--- src/hdl/acs_pkg.sv ---
// constants, types and helpers for the conversion sequencer
// assumes i_clk is the oscillator clock at 250 MHz
package acs_pkg;

	// timing
	localparam int CLK_MHZ = 250;
	localparam int SETUP_DELAY_NS = 10000;
	localparam int SETUP_CYC = (SETUP_DELAY_NS * CLK_MHZ + 999) / 1000;
	localparam int CORR_OSC_CYC = 40;
	localparam int CORR_CYC = CORR_OSC_CYC;
	localparam logic [13:0] OSR_MIN = 14'h0040;

	// operating modes
	localparam logic [3:0] MODE_IDLE = 4'h0;
	localparam logic [3:0] MODE_SINGLE = 4'h2;
	localparam logic [3:0] MODE_CONT = 4'h3;
	localparam logic [3:0] MODE_SINGLE_SWAP = 4'h4;
	localparam logic [3:0] MODE_CONT_SWAP = 4'h5;
	localparam logic [3:0] MODE_CAL_INT = 4'h8;
	localparam logic [3:0] MODE_CAL_AMP = 4'hA;
	localparam logic [3:0] MODE_CAL_SYS = 4'hC;

	// register byte addresses
	localparam logic [7:0] REG_CTRL = 8'h00;
	localparam logic [7:0] REG_STATUS = 8'h04;
	localparam logic [7:0] REG_RESULT = 8'h08;
	localparam logic [7:0] REG_OFFSET = 8'h0C;

	// field positions
	localparam int CTRL_MODE_LSB = 0;
	localparam int CTRL_CHAN_LSB = 4;
	localparam int CTRL_DIV_LSB = 8;
	localparam int CTRL_OSR_LSB = 12;
	localparam int STAT_READY_N_BIT = 0;
	localparam int STAT_BUSY_BIT = 1;
	localparam int STAT_SWAP_BIT = 2;

	// reset values
	localparam logic [31:0] CTRL_RESET = 32'h0000_0000;
	localparam logic [23:0] OFFSET_RESET = 24'h00_0000;

	localparam logic [1:0] RESP_OKAY = 2'h0;
	localparam logic [1:0] RESP_SLVERR = 2'h2;

	typedef enum logic [1:0] {ST_IDLE, ST_SETUP, ST_CONVERT, ST_FINISH} acs_state_type;

	function automatic logic is_op(input logic [3:0] m);
		return m == MODE_SINGLE || m == MODE_CONT || m == MODE_SINGLE_SWAP
			|| m == MODE_CONT_SWAP || m == MODE_CAL_INT || m == MODE_CAL_AMP
			|| m == MODE_CAL_SYS;
	endfunction

	function automatic logic is_cont(input logic [3:0] m);
		return m == MODE_CONT || m == MODE_CONT_SWAP;
	endfunction

	function automatic logic is_swap(input logic [3:0] m);
		return m == MODE_SINGLE_SWAP || m == MODE_CONT_SWAP;
	endfunction

	function automatic logic is_cal(input logic [3:0] m);
		return m == MODE_CAL_INT || m == MODE_CAL_AMP || m == MODE_CAL_SYS;
	endfunction

endpackage

--- src/hdl/acs_period_timer.sv ---
// base conversion period timer: one tick per oversampling_ratio modulator clocks
// assumes the modulator clock is i_clk divided by two to the divider exponent plus one
`timescale 1ns/1ps
module acs_period_timer
	import acs_pkg::*;
(
	// clock and reset
	input wire logic i_clk,
	input wire logic i_reset,
	input wire logic i_ce,
	// control
	input wire logic i_run,
	input wire logic [1:0] i_osr_sel,
	input wire logic [1:0] i_clock_divider_exponent,
	// tick
	output logic o_tick
);

	logic [13:0] count_q;
	logic [13:0] period_w;
	logic [2:0] shift_w;

	// osr select 0..3 means 512, 256, 128, 64
	assign shift_w = 3'h3 - {1'b0, i_osr_sel} + {1'b0, i_clock_divider_exponent} + 3'h1;
	assign period_w = OSR_MIN << shift_w;

	always_ff @(posedge i_clk) begin
		if (i_reset) begin
			count_q <= 14'h0000;
			o_tick <= 1'b0;
		end else if (i_ce) begin
			if (!i_run) begin
				count_q <= 14'h0000;
				o_tick <= 1'b0;
			end else if (count_q == period_w - 14'h0001) begin
				count_q <= 14'h0000;
				o_tick <= 1'b1;
			end else begin
				count_q <= count_q + 14'h0001;
				o_tick <= 1'b0;
			end
		end
	end

endmodule // acs_period_timer

--- src/hdl/acs_sequencer.sv ---
// conversion and offset calibration sequencer with an axi4-lite register slave
// assumes i_filter_value comes from the digital filter on i_clk, i_mux_switched from a pin
// Function
// - mode 0x2 waits setup, converts three base periods, result sums all three
// - every raw conversion spends the correction time before the result is stored
// - storing a corrected result drives the ready flag from 1 to 0
// - single-shot operations set the mode field back to idle after storing
// - data rate is clock over ratio, over two to divider plus one, over three
// - single conversion needs no extra settling after an input multiplexer change
// - mode 0x4 makes two conversions over six periods into one offset-free result
// - chopped modes swap positive and negative inputs between halves internally
// - continuous mode 0x3 raises ready when each next conversion completes, before storing
// - continuous results overwrite the result register and lower ready until idle written
// - continuous results arrive at three times the single conversion rate
// - multiplexer change in continuous mode restarts the full first-conversion wait
// - mode 0x5 swaps inputs every three periods, one result per three periods
// - every chopped continuous result, the first too, spans six base periods
// - calibration modes wait setup, convert three periods, store offset, ready low, idle
// - internal calibration turns first amplifier off, second to unity, grounds inputs
// - first amplifier calibration ties negative pin to both amplifier inputs
// - system offset calibration measures the channel chosen by the channel select
// - setup time from mode write to conversion start is ten microseconds
// - data correction lasts forty oscillator cycles
//
// Decided for this implementation: the register addresses and the AXI4-Lite slave port.
`timescale 1ns/1ps
module acs_sequencer
	import acs_pkg::*;
(
	// clock and reset
	input wire logic i_clk,
	input wire logic i_reset,
	input wire logic i_ce,
	// axi4-lite slave
	input wire logic [7:0] i_s_axi_awaddr,
	input wire logic i_s_axi_awvalid,
	output logic o_s_axi_awready,
	input wire logic [31:0] i_s_axi_wdata,
	input wire logic [3:0] i_s_axi_wstrb,
	input wire logic i_s_axi_wvalid,
	output logic o_s_axi_wready,
	output logic [1:0] o_s_axi_bresp,
	output logic o_s_axi_bvalid,
	input wire logic i_s_axi_bready,
	input wire logic [7:0] i_s_axi_araddr,
	input wire logic i_s_axi_arvalid,
	output logic o_s_axi_arready,
	output logic [31:0] o_s_axi_rdata,
	output logic [1:0] o_s_axi_rresp,
	output logic o_s_axi_rvalid,
	input wire logic i_s_axi_rready,
	// converter side
	input wire logic signed [15:0] i_filter_value,
	input wire logic i_mux_switched,
	// analog control and ready flag
	output logic o_result_ready_n,
	output logic o_modulator_run,
	output logic o_input_swap_mode,
	output logic o_first_stage_amp_off,
	output logic o_second_stage_unity,
	output logic o_inputs_grounded,
	output logic o_neg_pin_to_amp,
	output logic [2:0] o_input_channel_select
);

	////////////////////////////////////////////////////////////////////////////////
	// declarations

	acs_state_type state_q;
	logic [3:0] mode_q;
	logic [3:0] run_mode_q;
	logic [2:0] chan_q;
	logic [1:0] div_q;
	logic [1:0] osr_q;
	logic [23:0] offset_q;
	logic signed [19:0] result_q;
	logic signed [19:0] raw_q;
	logic restart_q;
	logic [11:0] setup_cnt_q;
	logic [2:0] hv_q;
	logic [1:0] phase_q;
	logic swap_q;
	logic signed [15:0] hist_q [0:4];
	logic corr_busy_q;
	logic [5:0] corr_cnt_q;
	logic stored_once_q;
	logic mux_s1_q;
	logic mux_s2_q;
	logic mux_s3_q;
	logic aw_have_q;
	logic w_have_q;
	logic [7:0] awaddr_q;
	logic [31:0] wdata_q;
	logic [3:0] wstrb_q;
	logic tick_w;
	logic mux_edge_w;
	logic wr_fire_w;
	logic wr_ctrl_w;
	logic wr_offset_w;
	logic [31:0] ctrl_w;
	logic [31:0] ctrl_new_w;
	logic [31:0] offset_new_w;
	logic signed [15:0] contrib_w;
	logic signed [19:0] sum3_w;
	logic signed [19:0] sum6_w;
	logic signed [19:0] raw_w;
	logic emit_w;
	logic cal_store_w;
	logic conv_store_w;
	logic mux_restart_w;

	function automatic logic [31:0] merge(input logic [31:0] old_v, input logic [31:0] new_v,
		input logic [3:0] strb);
		logic [31:0] r;
		r = old_v;
		for (int b = 0; b < 4; b++) begin
			if (strb[b]) begin
				r[b*8 +: 8] = new_v[b*8 +: 8];
			end
		end
		return r;
	endfunction

	////////////////////////////////////////////////////////////////////////////////
	// input multiplexer change pin

	always_ff @(posedge i_clk) begin
		if (i_reset) begin
			mux_s1_q <= 1'b0;
			mux_s2_q <= 1'b0;
			mux_s3_q <= 1'b0;
		end else if (i_ce) begin
			mux_s1_q <= i_mux_switched;
			mux_s2_q <= mux_s1_q;
			mux_s3_q <= mux_s2_q;
		end
	end

	assign mux_edge_w = mux_s2_q && !mux_s3_q;

	////////////////////////////////////////////////////////////////////////////////
	// axi4-lite write channel

	assign wr_fire_w = aw_have_q && w_have_q && !o_s_axi_bvalid;
	assign wr_ctrl_w = wr_fire_w && awaddr_q == REG_CTRL;
	assign wr_offset_w = wr_fire_w && awaddr_q == REG_OFFSET;

	always_ff @(posedge i_clk) begin
		if (i_reset) begin
			o_s_axi_awready <= 1'b1;
			o_s_axi_wready <= 1'b1;
			aw_have_q <= 1'b0;
			w_have_q <= 1'b0;
			awaddr_q <= 8'h00;
			wdata_q <= 32'h0000_0000;
			wstrb_q <= 4'h0;
			o_s_axi_bvalid <= 1'b0;
			o_s_axi_bresp <= RESP_OKAY;
		end else if (i_ce) begin
			if (i_s_axi_awvalid && o_s_axi_awready) begin
				awaddr_q <= {i_s_axi_awaddr[7:2], 2'h0};
				aw_have_q <= 1'b1;
				o_s_axi_awready <= 1'b0;
			end
			if (i_s_axi_wvalid && o_s_axi_wready) begin
				wdata_q <= i_s_axi_wdata;
				wstrb_q <= i_s_axi_wstrb;
				w_have_q <= 1'b1;
				o_s_axi_wready <= 1'b0;
			end
			if (wr_fire_w) begin
				aw_have_q <= 1'b0;
				w_have_q <= 1'b0;
				o_s_axi_bvalid <= 1'b1;
				o_s_axi_bresp <= (wr_ctrl_w || wr_offset_w) ? RESP_OKAY : RESP_SLVERR;
			end
			if (o_s_axi_bvalid && i_s_axi_bready) begin
				o_s_axi_bvalid <= 1'b0;
				o_s_axi_awready <= 1'b1;
				o_s_axi_wready <= 1'b1;
			end
		end
	end

	////////////////////////////////////////////////////////////////////////////////
	// axi4-lite read channel

	assign ctrl_w = {18'h0, osr_q, 2'h0, div_q, 1'b0, chan_q, mode_q};

	always_ff @(posedge i_clk) begin
		if (i_reset) begin
			o_s_axi_arready <= 1'b1;
			o_s_axi_rvalid <= 1'b0;
			o_s_axi_rdata <= 32'h0000_0000;
			o_s_axi_rresp <= RESP_OKAY;
		end else if (i_ce) begin
			if (i_s_axi_arvalid && o_s_axi_arready) begin
				o_s_axi_arready <= 1'b0;
				o_s_axi_rvalid <= 1'b1;
				o_s_axi_rresp <= RESP_OKAY;
				unique case ({i_s_axi_araddr[7:2], 2'h0})
					REG_CTRL: o_s_axi_rdata <= ctrl_w;
					REG_STATUS: o_s_axi_rdata <= {29'h0, swap_q, state_q != ST_IDLE,
						o_result_ready_n};
					REG_RESULT: o_s_axi_rdata <= {{12{result_q[19]}}, result_q};
					REG_OFFSET: o_s_axi_rdata <= {{8{offset_q[23]}}, offset_q};
					default: begin
						o_s_axi_rdata <= 32'h0000_0000;
						o_s_axi_rresp <= RESP_SLVERR;
					end
				endcase
			end else if (o_s_axi_rvalid && i_s_axi_rready) begin
				o_s_axi_rvalid <= 1'b0;
				o_s_axi_arready <= 1'b1;
			end
		end
	end

	////////////////////////////////////////////////////////////////////////////////
	// control register and mode field

	assign ctrl_new_w = merge(ctrl_w, wdata_q, wstrb_q);
	assign offset_new_w = merge({8'h00, offset_q}, wdata_q, wstrb_q);

	always_ff @(posedge i_clk) begin
		if (i_reset) begin
			mode_q <= CTRL_RESET[CTRL_MODE_LSB +: 4];
			chan_q <= CTRL_RESET[CTRL_CHAN_LSB +: 3];
			div_q <= CTRL_RESET[CTRL_DIV_LSB +: 2];
			osr_q <= CTRL_RESET[CTRL_OSR_LSB +: 2];
			restart_q <= 1'b0;
		end else if (i_ce) begin
			restart_q <= wr_ctrl_w;
			if (wr_ctrl_w) begin
				mode_q <= ctrl_new_w[CTRL_MODE_LSB +: 4];
				chan_q <= ctrl_new_w[CTRL_CHAN_LSB +: 3];
				div_q <= ctrl_new_w[CTRL_DIV_LSB +: 2];
				osr_q <= ctrl_new_w[CTRL_OSR_LSB +: 2];
			end else if (cal_store_w || (conv_store_w && !is_cont(run_mode_q))) begin
				mode_q <= MODE_IDLE;
			end
		end
	end

	////////////////////////////////////////////////////////////////////////////////
	// conversion sequencing

	acs_period_timer u_timer (
		.i_clk(i_clk),
		.i_reset(i_reset),
		.i_ce(i_ce),
		.i_run(state_q == ST_CONVERT && !restart_q),
		.i_osr_sel(osr_q),
		.i_clock_divider_exponent(div_q),
		.o_tick(tick_w)
	);

	assign contrib_w = swap_q ? -i_filter_value : i_filter_value;
	assign sum3_w = 20'(contrib_w) + 20'(hist_q[0]) + 20'(hist_q[1]);
	assign sum6_w = sum3_w + 20'(hist_q[2]) + 20'(hist_q[3]) + 20'(hist_q[4]);
	assign raw_w = is_swap(run_mode_q) ? (sum6_w >>> 1) : sum3_w;
	assign mux_restart_w = is_cont(run_mode_q) && mux_edge_w;
	// single modes stop after one result; continuous mode 0x3 emits on every tick from the third, mode 0x5 on every third from the sixth
	assign emit_w = state_q == ST_CONVERT && tick_w && !restart_q && !mux_restart_w
		&& (is_swap(run_mode_q) ? (hv_q >= 3'h5 && phase_q == 2'h2) : hv_q >= 3'h2);
	assign cal_store_w = emit_w && is_cal(run_mode_q);
	assign conv_store_w = corr_busy_q && corr_cnt_q == 6'(CORR_CYC - 1);

	always_ff @(posedge i_clk) begin
		if (i_reset) begin
			state_q <= ST_IDLE;
			run_mode_q <= MODE_IDLE;
			setup_cnt_q <= 12'h000;
			hv_q <= 3'h0;
			phase_q <= 2'h0;
			swap_q <= 1'b0;
			for (int i = 0; i < 5; i++) begin
				hist_q[i] <= 16'h0000;
			end
		end else if (i_ce) begin
			if (restart_q || (state_q == ST_CONVERT && mux_restart_w)) begin
				if (restart_q) begin
					run_mode_q <= mode_q;
				end
				state_q <= (restart_q && !is_op(mode_q)) ? ST_IDLE : ST_SETUP;
				setup_cnt_q <= 12'h000;
				hv_q <= 3'h0;
				phase_q <= 2'h0;
				swap_q <= 1'b0;
			end else begin
				unique case (state_q)
					ST_IDLE: begin
					end
					ST_SETUP: begin
						if (setup_cnt_q == 12'(SETUP_CYC - 1)) begin
							state_q <= ST_CONVERT;
						end else begin
							setup_cnt_q <= setup_cnt_q + 12'h001;
						end
					end
					ST_CONVERT: begin
						if (tick_w) begin
							hist_q[0] <= contrib_w;
							for (int i = 1; i < 5; i++) begin
								hist_q[i] <= hist_q[i-1];
							end
							hv_q <= (hv_q == 3'h6) ? hv_q : hv_q + 3'h1;
							phase_q <= (phase_q == 2'h2) ? 2'h0 : phase_q + 2'h1;
							if (is_swap(run_mode_q) && phase_q == 2'h2) begin
								swap_q <= !swap_q;
							end
							if (emit_w && !is_cont(run_mode_q)) begin
								state_q <= ST_FINISH;
							end
						end
					end
					ST_FINISH: begin
						if (!corr_busy_q) begin
							state_q <= ST_IDLE;
						end
					end
				endcase
			end
		end
	end

	////////////////////////////////////////////////////////////////////////////////
	// correction, result, offset and ready flag

	always_ff @(posedge i_clk) begin
		if (i_reset) begin
			corr_busy_q <= 1'b0;
			corr_cnt_q <= 6'h00;
			raw_q <= 20'h00000;
		end else if (i_ce) begin
			if (emit_w && !is_cal(run_mode_q)) begin
				raw_q <= raw_w;
				corr_busy_q <= 1'b1;
				corr_cnt_q <= 6'h00;
			end else if (conv_store_w) begin
				corr_busy_q <= 1'b0;
			end else if (corr_busy_q) begin
				corr_cnt_q <= corr_cnt_q + 6'h01;
			end
		end
	end

	always_ff @(posedge i_clk) begin
		if (i_reset) begin
			result_q <= 20'h00000;
			offset_q <= OFFSET_RESET;
		end else if (i_ce) begin
			if (conv_store_w) begin
				result_q <= raw_q - offset_q[19:0];
			end
			if (cal_store_w) begin
				offset_q <= {{4{raw_w[19]}}, raw_w};
			end else if (wr_offset_w) begin
				offset_q <= offset_new_w[23:0];
			end
		end
	end

	always_ff @(posedge i_clk) begin
		if (i_reset) begin
			o_result_ready_n <= 1'b1;
			stored_once_q <= 1'b0;
		end else if (i_ce) begin
			if (conv_store_w || cal_store_w) begin
				o_result_ready_n <= 1'b0;
				stored_once_q <= 1'b1;
			end else if (restart_q) begin
				o_result_ready_n <= 1'b1;
				stored_once_q <= 1'b0;
			end else if (emit_w && is_cont(run_mode_q) && stored_once_q) begin
				o_result_ready_n <= 1'b1;
			end
		end
	end

	////////////////////////////////////////////////////////////////////////////////
	// analog path control

	always_ff @(posedge i_clk) begin
		if (i_reset) begin
			o_modulator_run <= 1'b0;
			o_input_swap_mode <= 1'b0;
			o_first_stage_amp_off <= 1'b0;
			o_second_stage_unity <= 1'b0;
			o_inputs_grounded <= 1'b0;
			o_neg_pin_to_amp <= 1'b0;
			o_input_channel_select <= 3'h0;
		end else if (i_ce) begin
			o_modulator_run <= state_q == ST_CONVERT;
			o_input_swap_mode <= swap_q;
			o_first_stage_amp_off <= state_q == ST_CONVERT && run_mode_q == MODE_CAL_INT;
			o_second_stage_unity <= state_q == ST_CONVERT && run_mode_q == MODE_CAL_INT;
			o_inputs_grounded <= state_q == ST_CONVERT && run_mode_q == MODE_CAL_INT;
			o_neg_pin_to_amp <= state_q == ST_CONVERT && run_mode_q == MODE_CAL_AMP;
			o_input_channel_select <= chan_q;
		end
	end
endmodule // acs_sequencer
--- config.mk ---
export PLATFORM = sky130hd
export DESIGN_NAME = acs_sequencer
export DESIGN_NICKNAME = d
export VERILOG_FILES = /design/src/hdl/acs_pkg.sv /design/src/hdl/acs_period_timer.sv /design/src/hdl/acs_sequencer.sv
export SDC_FILE = /design/constraint.sdc
export NUM_CORES = 1
export LEC_CHECK = 0
export ABC_AREA = 1
export ABC_CLOCK_PERIOD_IN_PS = 17400
export BUFFER_PORTS_ARGS = -buffer_cell sky130_fd_sc_hd__buf_2
export CAP_MARGIN = 20
export CORE_MARGIN = 8
export CORE_UTILIZATION = 35
export CTS_BUF_LIST = sky130_fd_sc_hd__clkbuf_16
export DETAILED_ROUTE_END_ITERATION = 8
export PLACE_DENSITY = 0.59
export SETUP_SLACK_MARGIN = 0.4
export SYNTH_ARGS = -nofsm -noshare
export SYNTH_HDL_FRONTEND = slang
export SYNTH_SLANG_ARGS = --single-unit
--- constraint.sdc ---
create_clock -name i_clk -period 17.4 [get_ports i_clk]
set_input_delay 2.61 -clock i_clk [delete_from_list [all_inputs] [get_ports i_clk]]
set_output_delay 2.61 -clock i_clk [all_outputs]
set_load 0.01 [all_outputs]
* Yosys cells after proc, flatten, opt, wreduce, memory -nomap -nowiden
Memory sizes are Yosys's and may differ from the RTL's.
Index checks and enable logic that the tools add are counted.
** Operators by class
- Add/sub/neg operators :: 16
- Shifts and indexed selects :: 1
- Muxes and demuxes :: 77
- Bitwise logic cells :: 5
- $lt $le $gt $ge :: 2
- Equality and inequality tests :: 33
- Reduce and logical (&&, ||, !) cells :: 103
** Operator list (number)
- $pmux W32 S4 :: 1
- $mux W16 :: 6
- $mux W24 :: 2
- $reduce_bool A2 Y1 :: 19
- $mux W1 :: 37
- $mux W12 :: 3
- $reduce_and A2 Y1 :: 15
- $reduce_and A3 Y1 :: 10
- $logic_and A1 B1 Y1 :: 29
- $mux W14 :: 2
- $eq A4 B4 Y1 const B :: 6
- $mux W8 :: 3
- $mux W2 :: 11
- $add A19 B16 Y20 :: 1
- $add A20 B16 Y20 :: 1
- $mux W20 :: 1
- $sub A20 B20 Y20 :: 1
- $add A18 B16 Y19 :: 1
- $add A17 B16 Y18 :: 1
- $eq A6 B2 Y1 const B :: 3
- $mux W6 :: 3
- $add A16 B16 Y17 :: 1
- $eq A4 B3 Y1 const B :: 4
- $neg A16 Y16 :: 1
- other kinds (36) :: 75
** Storage, ports and cells
- Input bits :: 77
- Memories kept :: 1
- RAM bits :: 80
- Register bits :: 210
- Logic and storage cells :: 281
** Memory list
- hist_q :: depth 5, width 16, rd ports 5, clocked after Yosys merged registers in 0, write ports 5, line acs_sequencer.sv:83 : logic signed [15:0] hist_q [0:4];

* Logic depth before layout (Yosys ltp)
- Word-level depth :: 11
- Gate-level depth with buffers :: 36
- Depth with buffers taken out :: 36

* Cells and area by module
A second synthesis with hierarchy kept.
** Second synthesis, totals
- Cell total of the unflattened synthesis :: 2333
- Area, all modules :: 17077.6 µm²
** By module, submodules not included
- acs_sequencer :: times used 1, seq. area each 6085.8 µm², cells an instance 2151, area an instance 15876.5 µm²
- acs_period_timer :: times used 1, seq. area each 300.3 µm², cells an instance 182, area an instance 1201.2 µm²

* Worst setup path before layout
No wires, ideal clock.
- Path type :: input -> register
- Start :: input i_filter_value[1]
- End :: register offset_q[18]
- Cell stages on the path :: 32
- Data arrival time :: 7.277 ns
- Path slack :: 10.000 ns
- Path buffers :: 0
- Cells stage by stage :: inv_1 nand3_1 nor2_1 nand2_1 nor3_1 nand2_1 nand2_1 o21ai_0 xor2_1 fa_1 inv_1 ha_1 nand2_1 nor4_1 nand2_1 nand2_1 nand2_1 and2_1 fa_1 inv_1 fa_1 inv_1 ha_1 nand2_1 nor4_1 nand2_1 nand2_1 nand2_1 nand3_1 nand2_1 nand2_1 a21oi_1
** On the way
- Word-level cells in the longest chain between the ends :: 9
** RTL lines
- start, declared :: line acs_sequencer.sv:53 : input wire logic signed [15:0] i_filter_value,
- $neg A16 Y16 :: line acs_sequencer.sv:258 : assign contrib_w = swap_q ? -i_filter_value : i_filter_value;
- $mux W16 * :: line acs_sequencer.sv:258
- $add A16 B16 Y17 * :: line acs_sequencer.sv:259 : assign sum3_w = 20'(contrib_w) + 20'(hist_q[0]) + 20'(hist_q[1]);
- $add A17 B16 Y18 * :: line acs_sequencer.sv:259
- $add A18 B16 Y19 :: line acs_sequencer.sv:260 : assign sum6_w = sum3_w + 20'(hist_q[2]) + 20'(hist_q[3]) + 20'(hist_q[4]);
- $add A19 B16 Y20 :: line acs_sequencer.sv:260
- $add A20 B16 Y20 :: line acs_sequencer.sv:260
- $mux W20 * :: line acs_sequencer.sv:261 : assign raw_w = is_swap(run_mode_q) ? (sum6_w >>> 1) : sum3_w;
- $mux W24 * :: line acs_sequencer.sv:356 : if (cal_store_w) begin
- end signal, assigned :: line acs_sequencer.sv:357 : offset_q <= {{4{raw_w[19]}}, raw_w};
- end signal, assigned :: line acs_sequencer.sv:359 : offset_q <= offset_new_w[23:0];
- end, declared :: line acs_sequencer.sv:75 : logic [23:0] offset_q;
Mark *: on every way between the ends. The rest lies on a longest branch, timed or not.
A chain may end at the register's enable or synchronous reset.

* Worst setup path in the final report
- Start :: input i_filter_value[0]
- End :: register offset_q[23]
The elaborated chain is that of the path after synthesis.

==> metrics <==
total CTS buffers=35; grt ovf=0; GP Congestion=a little under 0.9; worst slew pin tran=just under 1000 ps; Avg WL per Cell=~15 um; antenna violations before repair=0; Die Width=236 um; Netlist Area Pre-Place=about 0.017 mm^2; Gate Count Post-Synth=approximately 2300; clock root buffer=clkbuf_16; Fin Setup TNS=0 ps; DRT iter0 DRCs=about 960; Fin. Hold Viols=0; nets@finish=around 2600; final worst-path cycle share=0.456; Post-Route WL=approximately 45 mm; run status=complete, no violations; main area contributors after synthesis=dfxtp_1 (24%), edfxtp_1 (14%), nand2_1 (10%); Post-synth EDFFs=80; Buffers on Ports=112; maximum clock path buffer count=3; fin area=0.0191 mm^2; Via density=4.86; unrepaired setup endpoints after global routing=false; cts repair resizes=0; post-detail-place hpwl=34.2 mm; synthesis warning total=0; Leakage=between 8 and 9 nW; hold_buf cts=0; Min Hold Slack=449 ps; area leader, netlist=dfxtp_1; crit end category=flip-flop; Final ANT Viol Nets=0; synthesized area per cell=approximately 7.3 um^2; overall die height=between 200 and 250 um; Rows=80; CTS tree=done; Critical Path Source Type=input port; Seq. cell area=about 0.0064 mm^2; Tmin final=7940 ps; Syn-to-layout area delta=12.7%; Multi-input gate area=about 0.0086 mm^2; vias in the first global route=roughly 14000; PD cells=approximately 110 mW/mm^2; placed cell areas=approximately 0.018 mm^2; Critical Path AT=roughly 8400 ps; CP max-delay cell=fa_1; I/O pins=between 100 and 150; Initial Util=0.354; drt first pass iters=5; skew final=26.9 ps; post-synthesis cell type count=46; clock sink count=279; worst path required time=~18000 ps; most used cell, CP=nand2_1; largest net degree at the start of global routing=about 80; Slew Limit Fails=0; Util after Layout=0.399; CORE AREA=about 0.048 mm^2; worst vdd ir=0.0592 mV; Die ar.=between 0.05 and 0.06 mm^2; area share of the largest cell type after synthesis=0.236; share of layout cells above drive strength 1=0.0844; DR vias=about 15000; Largest stage delay, worst path=~500 ps; worst skew pair latency=550 ps; CP max FO=6; H-tree levels=2; number of antenna diodes=0; Top FF cell, synth=dfxtp_1; Post-CTS Repair Setup Buffers=0; leading cell type in the layout, fill and taps excluded=nand2_1; Fmax=126 MHz; Pwr Total=slightly above 2 mW; Seq/Total Area, Yosys=0.378; most frequent cells in the layout=nand2_1 (461), inv_1 (433), nor2_1 (219); Total GRT Usage=0.160; critical path class=input port to flip-flop; # Max-Cap Violations=0; final setup vio count=0; DRC errors left=0; Hold Crit Class=flip-flop to flip-flop; fillers=around 4900; Reg clk slew, reported paths=roughly 50 ps; ys async rst share=0; Rel. slew slack=0.354; Seq cells post-synth=approximately 280; first-pass GRT wire length=between 70 and 80 mm
## sequential cells by signal, indices dropped and copies added (netlist names), 6 cells and up
signal           flops
result_q            20
corr_cnt_q           6
u_timer.count_q     14
raw_q               19
wdata_q             24
o_s_axi_rdata       24
setup_cnt_q         12
hist_q              80
offset_q            24
awaddr_q             6
## critical path: cells and delay by family
kind            cells  cell delay (ps)
fa+ha+maj           5             2180
simple gates       13             1580
compound gates      8             1410
buf+inv             5              380
xor+xnor            1              230
## kinds of logic after synthesis
logic type,count (synthesis),synth area share
flops,279,0.378
compound gates,439,0.137
fa+ha+maj,118,0.112
buf+inv,513,0.119
simple gates,922,0.234
xor+xnor,41,0.0212
other cells,1,0.000222
## stage by stage
step	worst slack, ps	std cells
3_5_place_dp	8860	2970
2_1_floorplan	10000	2314
4_1_cts	9410	3031
5_1_grt	8830	3031
3_3_place_gp	8980	2970
6_report	9460	3031
## per-layer routing
metal  vias to the layer above  track usage  share of wire
li1                       7537            -              -
met1                      6810        0.219           0.48
met2                       314        0.259           0.45
met3                        60       0.0245          0.048
met4                         0       0.0448          0.022
met5                         -            0              0
## power breakdown
part / switching, mW / internal [mW]
Clock: 0.288 / 0.414
Sequential: 0.00900 / 0.686
Combinational: 0.445 / 0.233
## cell type report
type	instances	area share
Tap cell	615	0.0404
Multi-Input combinational cell	1522	0.449
Clock inverter	24	0.00899
Sequential cell	279	0.335
Clock buffer	37	0.0486
Timing Repair Buffer	122	0.0333
Inverter	432	0.0851
## final timing paths
check,startpoint,endpoint,slack [ps],cells past startpoint
worst max-delay path,i_filter_value[0],offset_q[23],9460,32
worst min-delay path,wdata_q[15],wdata_q[15],450,2
worst max register to register,swap_q,offset_q[23],11050,29
worst min register to register,wdata_q[15],wdata_q[15],450,2
## synthesized netlist by cell type, types with 2 or more instances
cell      instances
nand2_1         462
o21ai_1           2
clkbuf_1         54
ha_1             62
a211oi_1          6
xnor2_1           6
inv_2             6
nor4_1            6
nand3b_1         11
o221ai_1          8
a21o_1            5
nand2_2           8
nand3_4           2
buf_2             9
buf_4            13
inv_1           425
o21a_1            2
buf_6             2
nand3_1         129
nand4_1          36
o211ai_1          4
fa_1             56
o21bai_1          3
nor3_1           23
dfxtp_1         199
xor2_1           35
a21boi_0          2
o21ai_0         176
nor2_4            4
or2_2             6
nor2_1          219
and2_1           12
clkbuf_2          2
a31oi_1           2
edfxtp_1         80
o22ai_1          12
a21oi_1         215
No activity file was read; power rests on OpenSTA's default activity.
